`src/verilog/dbgie_pkg.sv`:
```
// Purpose: Constants shared by the debug interrupt entry block.
// Assumes: Big-endian bit numbering; bit 0 is the most significant.
// Notes: Bus offsets are word indices times four.
`default_nettype none
package dbgie_pkg;
   // =========================================================
   // Register byte offsets on the Avalon-MM slave.
   localparam logic [4:0] OFS_MSW = 5'h00; // Machine state word.
   localparam logic [4:0] OFS_SRA = 5'h04; // Saved return address.
   localparam logic [4:0] OFS_SMS = 5'h08; // Saved machine state.
   localparam logic [4:0] OFS_BPA = 5'h0C; // Breakpoint address.
   localparam logic [4:0] OFS_DFA = 5'h10; // Data fault address.
   localparam logic [4:0] OFS_DFC = 5'h14; // Data fault cause.
   localparam logic [4:0] OFS_STS = 5'h18; // Status, read only.
   localparam logic [4:0] OFS_CTL = 5'h1C; // Control.
   // =========================================================
   // Machine state word field positions (little-endian index).
   localparam int MSW_LE = 0;   // Endian bit, big-endian bit 31.
   localparam int MSW_RI = 1;   // Recoverable bit, big-endian bit 30.
   localparam int MSW_IP = 6;   // Vector prefix, big-endian bit 25.
   localparam int MSW_ME = 12;  // Machine check enable, bit 19.
   localparam int MSW_ILE = 16; // Interrupt endian, bit 15.
   // Saved machine state fields cleared on entry: bits 1:4, 10:15.
   localparam logic [31:0] SMS_CLR = 32'h783F0000;
   // Low half copied from machine state word bits 16:31.
   localparam logic [31:0] SMS_LOW = 32'h0000FFFF;
   // Saved machine state bit 4 marks a protection violation.
   localparam logic [31:0] SMS_PROT = 32'h08000000;
   // Data fault cause bit 4 (protection) and bit 6 (store).
   localparam logic [31:0] DFC_PROT = 32'h08000000;
   localparam logic [31:0] DFC_STORE = 32'h02000000;
   // =========================================================
   // Vector bases selected by the vector prefix bit.
   localparam logic [31:0] VEC_BASE0 = 32'h00000000;
   localparam logic [31:0] VEC_BASE1 = 32'hFFF00000;
   // Handler offsets.
   localparam logic [31:0] OFF_EMUL = 32'h00001000;
   localparam logic [31:0] OFF_DPROT = 32'h00001400;
   localparam logic [31:0] OFF_DBP = 32'h00001C00;
   localparam logic [31:0] OFF_IBP = 32'h00001D00;
   localparam logic [31:0] OFF_MASK = 32'h00001E00;
   localparam logic [31:0] OFF_NMI = 32'h00001F00;
   localparam logic [31:0] INSN_BYTES = 32'h00000004;
   // =========================================================
   // Reset values.
   localparam logic [31:0] MSW_RST = 32'h00000000;
   localparam logic CTL_RST = 1'b1; // Maskable requests enabled.
   // Cause codes shown in the status register.
   typedef enum logic [2:0]
   {
      CS_NONE = 3'h0,
      CS_IBP = 3'h1,
      CS_DBP = 3'h2,
      CS_MASK = 3'h3,
      CS_NMI = 3'h4,
      CS_DPROT = 3'h5,
      CS_EMUL = 3'h6
   } dbgie_cause_t;
   // Bus answer states, Gray coded.
   typedef enum logic [0:0]
   {
      BS_IDLE = 1'b0,
      BS_ACK = 1'b1
   } dbgie_bus_t;
endpackage
`default_nettype wire

```
`src/verilog/dbgie_entry.sv`:
```
// Purpose: Debug interrupt entry, precise-state and emulation trap logic.
// Assumes: Core pipeline signals are on clk; request pins are asynchronous.
// Notes: Registers reached over Avalon-MM with waitrequest.
`timescale 1ns/100ps
`default_nettype none
module dbgie_entry
   import dbgie_pkg::*;
(
   input wire logic clk,
   input wire logic rst,
   // Avalon-MM slave.
   input wire logic [4:0] avs_address,
   input wire logic avs_read,
   input wire logic avs_write,
   input wire logic [31:0] avs_writedata,
   output logic [31:0] avs_readdata,
   output logic avs_waitrequest,
   // Request pins from the debug port and peripherals.
   input wire logic periph_bp_req,
   input wire logic dport_mask_req,
   input wire logic dport_nmi_req,
   // Core pipeline.
   input wire logic inst_bp_match,
   input wire logic data_bp_match,
   input wire logic [31:0] cur_pc,
   input wire logic [31:0] next_pc,
   input wire logic [31:0] data_ea,
   input wire logic unimpl_insn,
   // Load/store access stream.
   input wire logic ls_valid,
   input wire logic ls_first,
   input wire logic ls_last,
   input wire logic ls_multi,
   input wire logic ls_store,
   input wire logic ls_update,
   input wire logic ls_misaligned,
   input wire logic ls_prot_err,
   // Results toward the core.
   output logic ls_commit,
   output logic base_update_en,
   output logic align_trap,
   output logic entry_pulse,
   output logic [31:0] vector_addr,
   output logic [31:0] machine_state_word,
   output logic saved_state_undefined
);
   // =========================================================
   // State record.
   // Everything the block remembers lives in this one record, so
   // the register process stays one assignment; reset clears it in one and then sets a few fields.
   // The order of the fields carries no meaning.
   typedef struct packed
   {
      logic [1:0] s_periph; // Synchroniser, periph request.
      logic [1:0] s_mask;   // Synchroniser, maskable request.
      logic [1:0] s_nmi;    // Synchroniser, non-maskable request.
      logic p_periph;       // Last synchronised levels.
      logic p_mask;
      logic p_nmi;
      logic boot;           // Set until first cycle after reset.
      logic undef;          // Saved state undefined flag.
      logic mask_en;        // Control: maskable requests allowed.
      logic ls_err;         // Fault seen in current instruction.
      // Architectural copies that software reaches over the bus.
      logic [31:0] msw;
      logic [31:0] sra;
      logic [31:0] sms;
      logic [31:0] bpa;
      logic [31:0] dfa;
      logic [31:0] dfc;
      // Entry results: vector and pulse to the core, cause to status.
      logic [31:0] vec;
      logic entry;
      dbgie_cause_t cause;
      // Bus answer state and the latched read word.
      dbgie_bus_t bus;
      logic [31:0] rdata;
   } dbgie_state_t;

   dbgie_state_t cur_ff; // Registered state.
   dbgie_state_t nxt_st; // Next state.

   // Decoded request events and chosen cause.
   // All of these are combinational and settle within the cycle
   // in which the core or the synchronisers present them.
   logic ev_periph;
   logic ev_mask;
   logic ev_nmi;
   logic ev_align;
   logic ev_prot;
   dbgie_cause_t sel;
   logic [31:0] sel_ofs;
   logic [31:0] sel_sra;
   // Vector base, entry images and the bus request level.
   logic [31:0] base;
   logic [31:0] entry_msw;
   logic [31:0] entry_sms;
   logic bus_req;

   // =========================================================
   // Event decode.
   // Rising edges of the synchronised pins are used so that a
   // request held high enters the handler once, not every cycle.
   // The price is that a request which drops and rises faster
   // than the synchronisers can follow is seen only once.
   always_comb
   begin
      ev_periph = cur_ff.s_periph[1] & ~cur_ff.p_periph;
      ev_nmi = cur_ff.s_nmi[1] & ~cur_ff.p_nmi;
      ev_mask = cur_ff.s_mask[1] & ~cur_ff.p_mask & cur_ff.mask_en;
      // Alignment is checked before the access leaves the core.
      ev_align = ls_valid & ls_misaligned & ~ls_multi;
      // A protection fault counts only when alignment has not
      // already suppressed the access.
      ev_prot = ls_valid & ls_prot_err & ~ev_align;
   end

   // =========================================================
   // Cause priority and saved address selection.
   // Non-maskable port request outranks all; internal
   // breakpoints come before the asynchronous maskable ones.
   // One cause is taken per cycle and the others are dropped, so
   // software must not expect two causes to enter together.
   always_comb
   begin
      sel = CS_NONE;
      sel_ofs = OFF_MASK;
      sel_sra = next_pc;
      if (ev_nmi)
      begin
         sel = CS_NMI;
         sel_ofs = OFF_NMI;
         sel_sra = next_pc;
      end
      else if (inst_bp_match)
      begin
         sel = CS_IBP;
         sel_ofs = OFF_IBP;
         sel_sra = cur_pc;
      end
      else if (data_bp_match)
      begin
         sel = CS_DBP;
         sel_ofs = OFF_DBP;
         sel_sra = cur_pc + INSN_BYTES;
      end
      else if (ev_prot)
      begin
         // Protection faults use their own interrupt, never the
         // architectural data storage one.
         sel = CS_DPROT;
         sel_ofs = OFF_DPROT;
         sel_sra = cur_pc;
      end
      else if (ev_mask | ev_periph)
      begin
         sel = CS_MASK;
         sel_ofs = OFF_MASK;
         sel_sra = next_pc;
      end
      else if (unimpl_insn)
      begin
         sel = CS_EMUL;
         sel_ofs = OFF_EMUL;
         sel_sra = cur_pc;
      end
      else
      begin
         // No cause: nothing is entered this cycle.
         sel = CS_NONE;
      end
   end

   // =========================================================
   // Entry images built from the old machine state word.
   // Both images read cur_ff.msw, so the saved copy is always the
   // value from before the entry changes.
   // The prefix bit picks the base and is kept across entry, so
   // the handler runs from the same half of the map.
   always_comb
   begin
      base = cur_ff.msw[MSW_IP] ? VEC_BASE1 : VEC_BASE0;
      entry_sms = (cur_ff.msw & ~SMS_CLR);
      if (sel == CS_DPROT)
      begin
         // A protection entry also marks the violation.
         entry_sms = entry_sms | SMS_PROT;
      end
      // State word image: every bit cleared except those that the
      // entry keeps or copies.
      entry_msw = MSW_RST;
      entry_msw[MSW_IP] = cur_ff.msw[MSW_IP];
      entry_msw[MSW_ME] = cur_ff.msw[MSW_ME];
      entry_msw[MSW_LE] = cur_ff.msw[MSW_ILE];
   end

   // =========================================================
   // Next-state logic.
   // Every field holds unless a branch below changes it; entry is
   // handled last so that it overrides a bus write.
   always_comb
   begin
      nxt_st = cur_ff;
      bus_req = avs_read | avs_write;
      // Two-flop synchronisers; stage 0 feeds only stage 1.
      nxt_st.s_periph = {cur_ff.s_periph[0], periph_bp_req};
      nxt_st.s_mask = {cur_ff.s_mask[0], dport_mask_req};
      nxt_st.s_nmi = {cur_ff.s_nmi[0], dport_nmi_req};
      // Previous synchronised levels for the edge detectors.
      nxt_st.p_periph = cur_ff.s_periph[1];
      nxt_st.p_mask = cur_ff.s_mask[1];
      nxt_st.p_nmi = cur_ff.s_nmi[1];
      // Boot and entry flags live for one cycle only.
      nxt_st.boot = 1'b0;
      nxt_st.entry = 1'b0;
      // A port request held across reset has reached the second
      // synchroniser stage by now and spoils the saved pair.
      if (cur_ff.boot & (cur_ff.s_mask[1] | cur_ff.s_nmi[1]))
      begin
         nxt_st.undef = 1'b1;
      end

      // Bus access: one wait cycle, answer on the next edge.
      case (cur_ff.bus)
         BS_IDLE:
         begin
            if (bus_req)
            begin
               nxt_st.bus = BS_ACK;
               // Latched now so it stands in the answer cycle.
               case (avs_address)
                  OFS_MSW: nxt_st.rdata = cur_ff.msw;
                  OFS_SRA: nxt_st.rdata = cur_ff.sra;
                  OFS_SMS: nxt_st.rdata = cur_ff.sms;
                  OFS_BPA: nxt_st.rdata = cur_ff.bpa;
                  OFS_DFA: nxt_st.rdata = cur_ff.dfa;
                  OFS_DFC: nxt_st.rdata = cur_ff.dfc;
                  OFS_STS: nxt_st.rdata = {28'h0000000, cur_ff.undef, cur_ff.cause};
                  OFS_CTL: nxt_st.rdata = {31'h00000000, cur_ff.mask_en};
                  default: nxt_st.rdata = 32'h00000000;
               endcase
            end
         end
         BS_ACK:
         begin
            // The write lands on the edge that ends the answer cycle.
            nxt_st.bus = BS_IDLE;
            if (avs_write)
            begin
               case (avs_address)
                  OFS_MSW: nxt_st.msw = avs_writedata;
                  OFS_SRA: nxt_st.sra = avs_writedata;
                  OFS_SMS: nxt_st.sms = avs_writedata;
                  OFS_BPA: nxt_st.bpa = avs_writedata;
                  OFS_DFA: nxt_st.dfa = avs_writedata;
                  OFS_DFC: nxt_st.dfc = avs_writedata;
                  OFS_CTL: nxt_st.mask_en = avs_writedata[0];
                  default: nxt_st.rdata = cur_ff.rdata;
               endcase
            end
         end
         default: nxt_st.bus = BS_IDLE;
      endcase

      // Per-instruction fault tracking for multi-access forms.
      // The flag covers the accesses of one instruction and clears
      // on its last access.
      if (ls_valid)
      begin
         nxt_st.ls_err = (cur_ff.ls_err & ~ls_first) | ls_prot_err | ev_align;
         if (ls_last)
         begin
            nxt_st.ls_err = 1'b0;
         end
      end

      // Interrupt entry wins over a software write in the same
      // cycle, so the handler never sees a stale state word.
      if (sel != CS_NONE)
      begin
         nxt_st.entry = 1'b1;
         nxt_st.cause = sel;
         // Vector, saved pair and new state word load together.
         nxt_st.vec = base | sel_ofs;
         nxt_st.sra = sel_sra;
         nxt_st.sms = entry_sms;
         nxt_st.msw = entry_msw;
         if (sel == CS_DBP)
         begin
            // Fault registers are left alone for breakpoints.
            nxt_st.bpa = data_ea;
         end
         if (sel == CS_DPROT)
         begin
            // Fault address and cause record the data access.
            nxt_st.dfa = data_ea;
            nxt_st.dfc = DFC_PROT | (ls_store ? DFC_STORE : 32'h00000000);
         end
      end
   end

   // =========================================================
   // State register.
   // Synchronous reset; the boot flag marks the first cycle after
   // reset so that a held port request can be recognised.
   always_ff @(posedge clk)
   begin
      if (rst)
      begin
         cur_ff <= '0;
         // The synchronisers keep sampling through reset, so a pin
         // held across it is seen in the first cycle after it.
         cur_ff.s_periph <= nxt_st.s_periph;
         cur_ff.s_mask <= nxt_st.s_mask;
         cur_ff.s_nmi <= nxt_st.s_nmi;
         cur_ff.boot <= 1'b1;
         cur_ff.mask_en <= CTL_RST;
         cur_ff.msw <= MSW_RST;
         cur_ff.cause <= CS_NONE;
         cur_ff.bus <= BS_IDLE;
      end
      else
      begin
         cur_ff <= nxt_st;
      end
   end

   // =========================================================
   // Load/store results.
   // An access commits unless it faults; earlier accesses of a
   // multi-access instruction are never rolled back.
   // Combinational, so the core can gate the access in the same
   // cycle in which it presents it.
   always_comb
   begin
      // Single-access forms have nothing to keep on a fault.
      ls_commit = ls_valid & ~ls_prot_err & ~ev_align;
      align_trap = ev_align;
      // Base write-back only after a clean final access.
      base_update_en = ls_valid & ls_last & ls_update & ~ls_prot_err & ~ev_align
                       & ~(cur_ff.ls_err & ~ls_first);
   end

   // =========================================================
   // Output drive.
   // Waitrequest is combinational so an idle slave stalls a new
   // request at once; data outputs come from flip-flops.
   assign avs_waitrequest = bus_req & (cur_ff.bus != BS_ACK);
   assign avs_readdata = cur_ff.rdata;
   assign entry_pulse = cur_ff.entry;
   assign vector_addr = cur_ff.vec;
   assign machine_state_word = cur_ff.msw;
   assign saved_state_undefined = cur_ff.undef;
endmodule // dbgie_entry
`default_nettype wire

```
`config.mk`:
```
export PLATFORM = sky130hd
export DESIGN_NAME = dbgie_entry
export DESIGN_NICKNAME = d
export VERILOG_FILES = /design/src/verilog/dbgie_pkg.sv /design/src/verilog/dbgie_entry.sv
export SDC_FILE = /design/constraint.sdc
export NUM_CORES = 1
export LEC_CHECK = 0
export BUFFER_PORTS_ARGS = -buffer_cell sky130_fd_sc_hd__buf_2
export CAP_MARGIN = 5
export CORE_ASPECT_RATIO = 1.1
export CORE_MARGIN = 3
export CORE_UTILIZATION = 44
export CTS_CLUSTER_DIAMETER = 200
export DETAILED_ROUTE_END_ITERATION = 12
export GPL_ROUTABILITY_DRIVEN = 0
export PLACE_DENSITY_LB_ADDON = 0.08
export RECOVER_POWER = 50
export SYNTH_ARGS = -nofsm -noshare
export SYNTH_HDL_FRONTEND = slang
export SYNTH_SLANG_ARGS = --single-unit
```
`constraint.sdc`:
```
create_clock -name clk -period 3.3 [get_ports clk]
set_input_delay 0.33 -clock clk [delete_from_list [all_inputs] [get_ports clk]]
set_output_delay 0.33 -clock clk [all_outputs]
set_load 0.01 [all_outputs]
```
==> results of run 1 <==
## sequential cells by signal (all words and copies together) (netlist names)
name,count
cur_ff,176
machine_state_word,32
avs_readdata,32
entry_pulse,1
saved_state_undefined,1
vector_addr,6
## report_power, final
part / switching [µW] / internal (µW) / total, µW / leakage, µW
Combinational: 523 / 283 / 806 / 0.00270
Sequential: 76.4 / 3100 / 3180 / 0.00202
Clock: 1230 / 1690 / 2920 / 0.000422
Total: 1830 / 5070 / 6900 / 0.00515
## how the worst max path moves through the flow
stage	cells past startpoint	start	endpoint
after floorplan	8	avs_address[4]	cur_ff[202]
after CTS	7	cur_ff[262]	cur_ff[214]
after global routing	3	rst	avs_readdata[2]
after global placement	7	avs_address[4]	cur_ff[188]
final	3	rst	avs_readdata[2]
after detailed placement	7	avs_address[4]	cur_ff[165]
## critical path: cells and delay by family
family / cells / cell delay (ns)
buffers and inverters: 2 / 2.53
AND/OR/NAND/NOR: 1 / 0.17
## routing by layer
metal / global-route usage / vias up
li1: - / 5957
met1: 0.413 / 5879
met2: 0.421 / 652
met3: 0.0552 / 63
met4: 0.0615 / 0
met5: 0 / -
## through the flow
stage,hold WS [ns],power (µW)
after global routing,0.0440,7150
after CTS,0.00482,6950
after floorplan,0.310,3690
final,0.0182,6900
after global placement,0.312,4030
after detailed placement,0.316,4040
## cells in the final DEF (no fill, tap or decap), types with 4 or more instances in the layout
master,n
sky130_fd_sc_hd__a211oi_1,37
sky130_fd_sc_hd__a21o_1,12
sky130_fd_sc_hd__a21oi_1,115
sky130_fd_sc_hd__a221oi_1,11
sky130_fd_sc_hd__a222oi_1,35
sky130_fd_sc_hd__a22oi_1,12
sky130_fd_sc_hd__a311oi_1,68
sky130_fd_sc_hd__a31oi_1,7
sky130_fd_sc_hd__and2_1,4
sky130_fd_sc_hd__and3_1,10
sky130_fd_sc_hd__buf_12,6
sky130_fd_sc_hd__buf_2,151
sky130_fd_sc_hd__buf_4,36
sky130_fd_sc_hd__clkbuf_1,94
sky130_fd_sc_hd__clkbuf_16,27
sky130_fd_sc_hd__clkbuf_2,4
sky130_fd_sc_hd__clkbuf_8,5
sky130_fd_sc_hd__clkinv_2,6
sky130_fd_sc_hd__conb_1,15
sky130_fd_sc_hd__dfxtp_1,248
sky130_fd_sc_hd__inv_1,11
sky130_fd_sc_hd__mux2_2,7
sky130_fd_sc_hd__mux2i_1,90
sky130_fd_sc_hd__mux4_2,4
sky130_fd_sc_hd__nand2_1,283
sky130_fd_sc_hd__nand2b_1,11
sky130_fd_sc_hd__nand3_1,52
sky130_fd_sc_hd__nand3b_1,10
sky130_fd_sc_hd__nand4_1,11
sky130_fd_sc_hd__nor2_1,171
sky130_fd_sc_hd__nor2b_1,10
sky130_fd_sc_hd__nor3_1,13
sky130_fd_sc_hd__nor3_4,4
sky130_fd_sc_hd__nor4_1,7
sky130_fd_sc_hd__o211ai_1,21
sky130_fd_sc_hd__o21ai_0,38
sky130_fd_sc_hd__o22ai_1,18
sky130_fd_sc_hd__xnor2_1,9
## cells by family after synthesis
logic type | share of synthesized area
compound gates | 0.220
xor+xnor | 0.00669
fa+ha+maj | 0.000956
buf+inv | 0.107
flops | 0.379
mux | 0.0817
other cells | 0.000286
simple gates | 0.205
## cell type report
class,instances,area share
antenna,2,0.000341
clock buffer,37,0.0520
timing repair buffer,289,0.104
multi-input combinational,1142,0.465
clock inverter,9,0.00546
inverter,12,0.00307
sequential,248,0.338
tap,368,0.0314
==> impl_metrics.env, run 1 <==
export IMPL_placement_io_buffers=237
export IMPL_final_antenna_net_count=0
export IMPL_drcViolationCount=0
export IMPL_status="finished, violations left"
export IMPL_slew_headroom=-0.165
export IMPL_violated_checks="capacitance limit, slew limit"
export IMPL_maxCapViolations=2
export IMPL_power_leakage_uw=0.00515
export IMPL_clock_insertion_delay_worst_skew_ns=0.53
export IMPL_timing_max_transition_violations_final=68
export IMPL_grt_setup_unrepaired="false"
export IMPL_coreArea_mm2=0.0290
export IMPL_synth_enable_flop_cells=0
export IMPL_start_util=0.451
export IMPL_drt_pass1_iterations=6
export IMPL_worst_ep_required_time_ns=3.64
export IMPL_crit_path_max_incr_delay_ns=1.30
export IMPL_irDropWorstVdd_mv=0.319
export IMPL_critical_path_slowest_cell="sky130_fd_sc_hd__clkbuf_1"
export IMPL_cts_setup_buffers=0
export IMPL_tritoncts_num_sinks=248
export IMPL_cts_root_buf="sky130_fd_sc_hd__clkbuf_16"
export IMPL_viasPerCell=5.96
export IMPL_gr_usage_all_layers=0.279
export IMPL_synthesis_area_per_instance_um2=8.10
export IMPL_met1Wirelength_mm=20.6
export IMPL_worst_pin_slew_ns=1.75
export IMPL_syn_to_final_growth_pct=12.1
export IMPL_totalNegativeSetupSlack_ns=0
export IMPL_grt_max_degree=50
export IMPL_ioPinCount=253
export IMPL_worst_r2r_endpoint="cur_ff[143]"
export IMPL_synth_most_common_cell="sky130_fd_sc_hd__nand2_1"
export IMPL_final_worst_path_period_need_ns=2.73
export IMPL_utilization_of_the_core_after_routing=0.505
export IMPL_synth_area_leader_cell="sky130_fd_sc_hd__dfxtp_1"
export IMPL_globalRouteOverflowTotal=0
export IMPL_cp_common_cell="sky130_fd_sc_hd__clkbuf_1"
export IMPL_cts_resized=0
export IMPL_die_area_mm2=0.0319
export IMPL_tritoncts_num_buffers=27
export IMPL_synth_largest_type_area_fraction=0.379
export IMPL_pre_cts_ws_ns=0.551
export IMPL_die_width_um=170
export IMPL_reg2reg_slack_ns=0.86
export IMPL_timing_final_crit_share=0.827
export IMPL_final_hold_violation_count=0
export IMPL_critical_path_endpoint_type="flip-flop"
export IMPL_dp_cells=2056
export IMPL_clock_pin_transition_on_the_worst_setup_and_hold_timing_paths_ns=0.06
export IMPL_synthesis_yosys_warnings=0
export IMPL_antenna_found_initial=2
export IMPL_synth_flop_cell="sky130_fd_sc_hd__dfxtp_1"
export IMPL_max_freq_mhz=366
export IMPL_worstHoldPathType="in2reg"
export IMPL_die_h_um=187
export IMPL_detail_route_iter0_violations=1412
export IMPL_fin_area_mm2=0.0147
export IMPL_setup_viol=0
export IMPL_seq_area_mm2=0.00496
export IMPL_first_global_vias=11700
export IMPL_finish_cell_count_without_fillers=2107
export IMPL_pwr_density_cell_mw_per_mm2=471
export IMPL_post_synth_main_area_contributors="sky130_fd_sc_hd__dfxtp_1, sky130_fd_sc_hd__nand2_1, sky130_fd_sc_hd__mux2i_1"
export IMPL_detailedPlacementHpwl_mm=33.0
export IMPL_worst_slack_ns=0.570
export IMPL_drt_total_wl_mm=46.3
export IMPL_num_fill_cells=2886
export IMPL_post_drt_wl_per_cell_um=22.0
export IMPL_drive_gt1_frac=0.155
export IMPL_worstReg2RegStart="cur_ff[265]"
export IMPL_detailroute_wirelength_met2_mm=20.0
export IMPL_placed_area_mm2=0.0139
export IMPL_finalClockSkew_ns=0.00826
export IMPL_tritoncts="built"
export IMPL_buffer_depth_of_the_longest_clock_path=3
export IMPL_synth_yosys_seq_area_share=0.379
export IMPL_ys_async_sr_fraction=0
export IMPL_number_of_nets_in_the_layout=1872
export IMPL_worstPathCellList="clkbuf_1, clkbuf_1, nor3_1"
export IMPL_setup_worst_path_start_class="primary input"
export IMPL_std_cell_rows=65
export IMPL_multi_input_area_mm2=0.00682
export IMPL_critPathArrivalTime_ns=3.07
export IMPL_path_max_fanout=35
export IMPL_htreeDepth=1
export IMPL_synth_seq_cells=248
export IMPL_post_synth_cell_types=70
export IMPL_first_pass_grt_wire_length_mm=70.8
export IMPL_min_delay_start="ls_last"
export IMPL_mappedNetlistArea_mm2=0.0131
export IMPL_criticalPathCategory="in2reg"
export IMPL_hold_buffers=3
export IMPL_top_layer_used="met4"
export IMPL_routed_wl_met3_mm=4.72
export IMPL_synth_top_cells_by_count="sky130_fd_sc_hd__nand2_1, sky130_fd_sc_hd__dfxtp_1, sky130_fd_sc_hd__nor2_1"
export IMPL_hold_path_endpoint="cur_ff[261]"
export IMPL_num_vias=12600
export IMPL_syn_instance_count=1617
export IMPL_min_delay_path_depth=2
export IMPL_rr_worst_depth=6
No activity file was read; power rests on OpenSTA's default activity.
==> inputs of run 2 (changes only) <==
Clock period 3.3 ns to 2.5 ns, I/O delays scaled along.
==> impl_metrics.env, run 2 (same netlist as run 1, synthesis figures left out) <==
export IMPL_status="finished, violations left"
export IMPL_violated_checks="capacitance limit, slew limit"
export IMPL_clock_pin_transition_on_the_worst_setup_and_hold_timing_paths_ns=0.07
export IMPL_finalHoldWorstSlack_ns=0.0183
export IMPL_start_util=0.451
export IMPL_number_of_nets_in_the_layout=1917
export IMPL_cts_root_buf="sky130_fd_sc_hd__clkbuf_16"
export IMPL_setup_viol=0
export IMPL_critPathArrivalTime_ns=2.57
export IMPL_critical_path_endpoint_type="flip-flop"
export IMPL_maxCapViolations=1
export IMPL_grt_max_degree=68
export IMPL_drive_gt1_frac=0.167
export IMPL_worstHoldPathType="in2reg"
export IMPL_ioPinCount=253
export IMPL_antenna_found_initial=0
export IMPL_post_drt_wl_per_cell_um=21.7
export IMPL_finalClockSkew_ns=0.0248
export IMPL_pre_cts_ws_ns=0.216
export IMPL_path_max_fanout=24
export IMPL_final_antenna_net_count=0
export IMPL_placement_io_buffers=237
export IMPL_die_width_um=170
export IMPL_totalNegativeSetupSlack_ns=0
export IMPL_syn_to_final_growth_pct=15.8
export IMPL_die_area_mm2=0.0319
export IMPL_drt_total_wl_mm=46.8
export IMPL_mostFrequentLayoutCell="sky130_fd_sc_hd__nand2_1"
export IMPL_clock_insertion_delay_worst_skew_ns=0.55
export IMPL_max_freq_mhz=445
export IMPL_worst_slack_ns=0.252
export IMPL_viasPerCell=5.94
export IMPL_seq_power_share=0.446
export IMPL_final_hold_violation_count=0
export IMPL_tritoncts_num_sinks=248
export IMPL_power_share_switching=0.264
export IMPL_timing_final_crit_share=0.899
export IMPL_htreeDepth=1
export IMPL_grt_setup_unrepaired="false"
export IMPL_power_switching_uw=2480
export IMPL_power_combinational_fraction=0.119
export IMPL_final_worst_path_period_need_ns=2.25
export IMPL_regMostFlops="cur_ff"
export IMPL_largest_register_ffs=176
export IMPL_pwr_density_cell_mw_per_mm2=620
export IMPL_globalRouteOverflowTotal=0
export IMPL_detail_route_iter0_violations=1460
export IMPL_power_leakage_uw=0.00539
export IMPL_coreArea_mm2=0.0290
export IMPL_setup_worst_path_start_class="flip-flop"
export IMPL_gr_usage_all_layers=0.282
export IMPL_drt_pass1_iterations=6
export IMPL_detailedPlacementHpwl_mm=33.3
export IMPL_timing_max_transition_violations_final=68
export IMPL_worst_pin_slew_ns=1.65
export IMPL_die_h_um=187
export IMPL_worst_ep_required_time_ns=2.83
export IMPL_power_clock_fraction=0.434
export IMPL_first_pass_grt_wire_length_mm=71.5
export IMPL_first_global_vias=11900
export IMPL_std_cell_rows=65
export IMPL_num_vias=12800
export IMPL_internal_power_uw=6910
export IMPL_most_used_cells_in_the_layout_excluding_fill_and_tap_cells="sky130_fd_sc_hd__nand2_1, sky130_fd_sc_hd__dfxtp_1, sky130_fd_sc_hd__nor2_1, sky130_fd_sc_hd__buf_2, sky130_fd_sc_hd__a21oi_1"
export IMPL_buffer_depth_of_the_longest_clock_path=3
export IMPL_drcViolationCount=0
export IMPL_utilization_of_the_core_after_routing=0.522
export IMPL_criticalPathCategory="reg2reg"
export IMPL_irDropWorstVdd_mv=0.565
export IMPL_slew_headroom=-0.101
export IMPL_tritoncts_num_buffers=27
export IMPL_tritoncts="built"
export IMPL_cts_resized=0
==> run 2: cell count changes in the layout (fill, tap and decap cells not counted), sizes merged <==
cell         change
bufinv           +1
dlygate4sd3     +20
clkinvlp         +1
buf             +26
clkinv           +2
clkbuf           -1
diode            -1
==> run 2: path summary, 6_finish.rpt <==
check         startpoint          end  slack, ns  depth (start not counted)
max          cur_ff[262]  cur_ff[213]       0.25                          8
min          data_ea[20]  cur_ff[121]       0.02                          3
max reg2reg  cur_ff[262]  cur_ff[213]       0.25                          8
min reg2reg  cur_ff[272]  cur_ff[273]       0.33                          0
==> run 2: what timing repair did <==
action,in CTS,in global routing
hold buffers,23,0
setup buffers,0,0
hold endpoints to repair,28,0
==> run 2: metrics by stage <==
step,cells,instance area [µm²],power (µW)
after floorplan,1631,13100,4870
after global placement,2081,14200,5350
after detailed placement,2081,14200,5360
after CTS,2154,15300,9460
after global routing,2154,15200,9730
final,2155,15200,9390
==> run 2: power by group through the flow <==
stage          Combinational (µW)  Clock, µW  Sequential (µW)
3_5_place_dp                 1080          0             4280
4_1_cts                      1110       4160             4190
6_report                     1120       4080             4190
3_3_place_gp                 1070          0             4280
2_1_floorplan                 639          0             4230
5_1_grt                      1210       4310             4200
==> run 2: area by class of cell <==
class | instances | area [µm²]
multi-input combinational | 1142 | 6810
clock inverter | 13 | 133
clock buffer | 37 | 783
sequential | 248 | 4960
antenna | 1 | 2.50
inverter | 12 | 45.0
timing repair buffer | 334 | 1960
tap | 368 | 460
fill | 2800 | 13900
==> run 2: worst max-delay path, cell delays in order (launching register included) <==
cell,delay [ns]
sky130_fd_sc_hd__dfxtp_1,0.42
sky130_fd_sc_hd__nand3b_1,0.21
sky130_fd_sc_hd__a32oi_2,0.31
sky130_fd_sc_hd__buf_12,0.21
sky130_fd_sc_hd__mux2i_1,0.21
sky130_fd_sc_hd__nor2_1,0.05
sky130_fd_sc_hd__a2111oi_0,0.36
sky130_fd_sc_hd__buf_4,0.19
sky130_fd_sc_hd__a2111oi_1,0.04
==> run 2: routing by layer <==
metal  vias to the layer above  global-route usage  part of all wire
met3                        65              0.0484              0.10
met5                         -                   0                 0
met1                      6011               0.433              0.45
met2                       679               0.411              0.43
met4                         0              0.0674             0.021
li1                       6036                   -                 -
==> inputs of run 3 (changes only) <==
Settings changed: ABC_AREA from default to 1.
==> impl_metrics.env, run 3 <==
export IMPL_timing_final_crit_share=0.901
export IMPL_irDropWorstVdd_mv=0.478
export IMPL_mostFrequentLayoutCell="sky130_fd_sc_hd__nand2_1"
export IMPL_setup_viol=0
export IMPL_drcViolationCount=0
export IMPL_worst_pin_slew_ns=2.66
export IMPL_finalClockSkew_ns=0.00706
export IMPL_worstReg2RegStart="cur_ff[32]"
export IMPL_maxCapViolations=1
export IMPL_tritoncts="built"
export IMPL_synth_most_common_cell="sky130_fd_sc_hd__nand2_1"
export IMPL_placed_area_mm2=0.0152
export IMPL_ioPinCount=253
export IMPL_drt_pass1_iterations=5
export IMPL_post_synth_main_area_contributors="sky130_fd_sc_hd__dfxtp_1, sky130_fd_sc_hd__nand2_1, sky130_fd_sc_hd__nor2_1"
export IMPL_std_cell_rows=68
export IMPL_most_used_cells_in_the_layout_excluding_fill_and_tap_cells="sky130_fd_sc_hd__nand2_1, sky130_fd_sc_hd__nor2_1, sky130_fd_sc_hd__dfxtp_1, sky130_fd_sc_hd__inv_1, sky130_fd_sc_hd__nand3_1"
export IMPL_startpoint="cur_ff[32]"
export IMPL_detail_route_iter0_violations=1270
export IMPL_power_leakage_uw=0.00739
export IMPL_cts_setup_buffers=0
export IMPL_max_freq_mhz=444
export IMPL_num_vias=14900
export IMPL_synth_flop_cell="sky130_fd_sc_hd__dfxtp_1"
export IMPL_first_pass_grt_wire_length_mm=77.0
export IMPL_die_area_mm2=0.0346
export IMPL_totalNegativeSetupSlack_ns=0
export IMPL_worstHoldPathType="in2reg"
export IMPL_number_of_nets_in_the_layout=2504
export IMPL_synth_enable_flop_cells=0
export IMPL_synthesis_yosys_warnings=0
export IMPL_count_of_inserted_antenna_diode_cells=0
export IMPL_detailedPlacementHpwl_mm=34.9
export IMPL_grt_setup_unrepaired="false"
export IMPL_path_max_fanout=35
export IMPL_synth_seq_cells=248
export IMPL_post_synth_cell_types=43
export IMPL_syn_instance_count=2242
export IMPL_final_hold_violation_count=0
export IMPL_first_global_vias=13700
export IMPL_num_fill_cells=3418
export IMPL_tritoncts_num_buffers=28
export IMPL_buffer_depth_of_the_longest_clock_path=3
export IMPL_clock_insertion_delay_worst_skew_ns=0.54
export IMPL_synth_largest_type_area_fraction=0.348
export IMPL_setup_worst_path_start_class="flip-flop"
export IMPL_synth_area_leader_cell="sky130_fd_sc_hd__dfxtp_1"
export IMPL_timing_max_transition_violations_final=110
export IMPL_coreArea_mm2=0.0317
export IMPL_status="finished, violations left"
export IMPL_pwr_density_cell_mw_per_mm2=593
export IMPL_die_h_um=195
export IMPL_clock_pin_transition_on_the_worst_setup_and_hold_timing_paths_ns=0.06
export IMPL_regMostFlops="cur_ff"
export IMPL_ys_async_sr_fraction=0
export IMPL_synthesis_area_per_instance_um2=6.37
export IMPL_placement_io_buffers=237
export IMPL_largest_register_ffs=176
export IMPL_die_width_um=178
export IMPL_critical_path_endpoint_type="flip-flop"
export IMPL_reg2reg_slack_ns=0.25
export IMPL_antenna_found_initial=0
export IMPL_tritoncts_num_sinks=248
export IMPL_final_antenna_net_count=0
export IMPL_post_drt_wl_per_cell_um=17.7
export IMPL_syn_to_final_growth_pct=13.2
export IMPL_synth_top_cells_by_count="sky130_fd_sc_hd__nand2_1, sky130_fd_sc_hd__nor2_1, sky130_fd_sc_hd__dfxtp_1"
export IMPL_critPathArrivalTime_ns=2.56
export IMPL_drt_total_wl_mm=49.3
export IMPL_synth_yosys_seq_area_share=0.348
export IMPL_globalRouteOverflowTotal=0
export IMPL_fin_area_mm2=0.0162
export IMPL_final_worst_path_period_need_ns=2.25
export IMPL_viasPerCell=5.34
export IMPL_end_point_of_the_critical_path="machine_state_word[12]"
export IMPL_mappedNetlistArea_mm2=0.0143
export IMPL_worst_r2r_endpoint="machine_state_word[12]"
export IMPL_rr_worst_depth=6
export IMPL_cts_root_buf="sky130_fd_sc_hd__clkbuf_16"
export IMPL_grt_max_degree=110
export IMPL_htreeDepth=1
export IMPL_start_util=0.451
export IMPL_criticalPathCategory="reg2reg"
export IMPL_violated_checks="capacitance limit, slew limit"
export IMPL_drive_gt1_frac=0.110
export IMPL_worst_ep_required_time_ns=2.80
export IMPL_slew_headroom=-0.776
export IMPL_gr_usage_all_layers=0.276
run 3: worst max-delay path, cell delays in order, from the launching register on:
cell and delay [ns]:
sky130_fd_sc_hd__dfxtp_1 0.33, sky130_fd_sc_hd__nand2_1 0.12, sky130_fd_sc_hd__clkbuf_2 0.54, sky130_fd_sc_hd__nor2_1 0.47, sky130_fd_sc_hd__inv_1 0.24, sky130_fd_sc_hd__o21ai_0 0.22
sky130_fd_sc_hd__a21oi_1 0.08
run 3: worst min path at each step:
stage / end / slack [ns] / startpoint / cells after the start
4_1_cts: cur_ff[110] / 0.0005 / data_ea[9] / 3
3_5_place_dp: cur_ff[273] / 0.32 / cur_ff[272] / 0
6_report: cur_ff[110] / 0.01 / data_ea[9] / 3
2_1_floorplan: cur_ff[264] / 0.28 / rst / 0
3_3_place_gp: cur_ff[273] / 0.31 / cur_ff[272] / 0
5_1_grt: cur_ff[103] / 0.01 / data_ea[2] / 3
run 3: final cells by class:
type	count	area (µm²)	area share
sequential	248	4960	0.307
clock inverter	9	73.8	0.00457
multi-input combinational	1559	7250	0.449
tap	420	526	0.0325
timing repair buffer	302	1690	0.105
inverter	213	800	0.0495
clock buffer	42	855	0.0529
run 3: metal layers:
metal / routed length [µm] / GRT usage
met1: 22400 / 0.410
met4: 873 / 0.0658
met3: 4750 / 0.0438
met2: 21300 / 0.416
met5: 0 / 0
run 3: through the flow:
step	hold WS [ns]	std cells	util	setup slack (ns)	power, µW
after floorplan	0.278	2256	-	0.854	5030
after global placement	0.313	2727	0.481	0.379	5490
after detailed placement	0.315	2727	0.481	0.349	5510
after CTS	0.000535	2793	0.515	0.350	9630
after global routing	0.0146	2793	0.510	0.0782	9950
final	0.0128	2793	0.510	0.247	9580
run 3: what timing repair did:
action | 4_1_cts | 5_1_grt
endpoints found under the setup margin | 0 | 0
hold buffers | 15 | 0
hold endpoints to repair | 14 | 0
gates resized for setup | 0 | 0
run 3: power by group:
| group | internal [µW] | total (µW) | switching [µW] |
|---|---|---|---|
| Clock | 2450 | 4130 | 1680 |
| Combinational | 409 | 1290 | 882 |
| Sequential | 4100 | 4170 | 60.8 |
run 3: cells by family after synthesis:
| group | count (synthesis) | synth area share |
|---|---|---|
| simple gates | 1101 | 0.315 |
| buf+inv | 449 | 0.149 |
| compound gates | 437 | 0.184 |
| flops | 248 | 0.348 |
| xor+xnor | 5 | 0.00307 |
| fa+ha+maj | 1 | 0.000876 |
| other cells | 1 | 0.000263 |
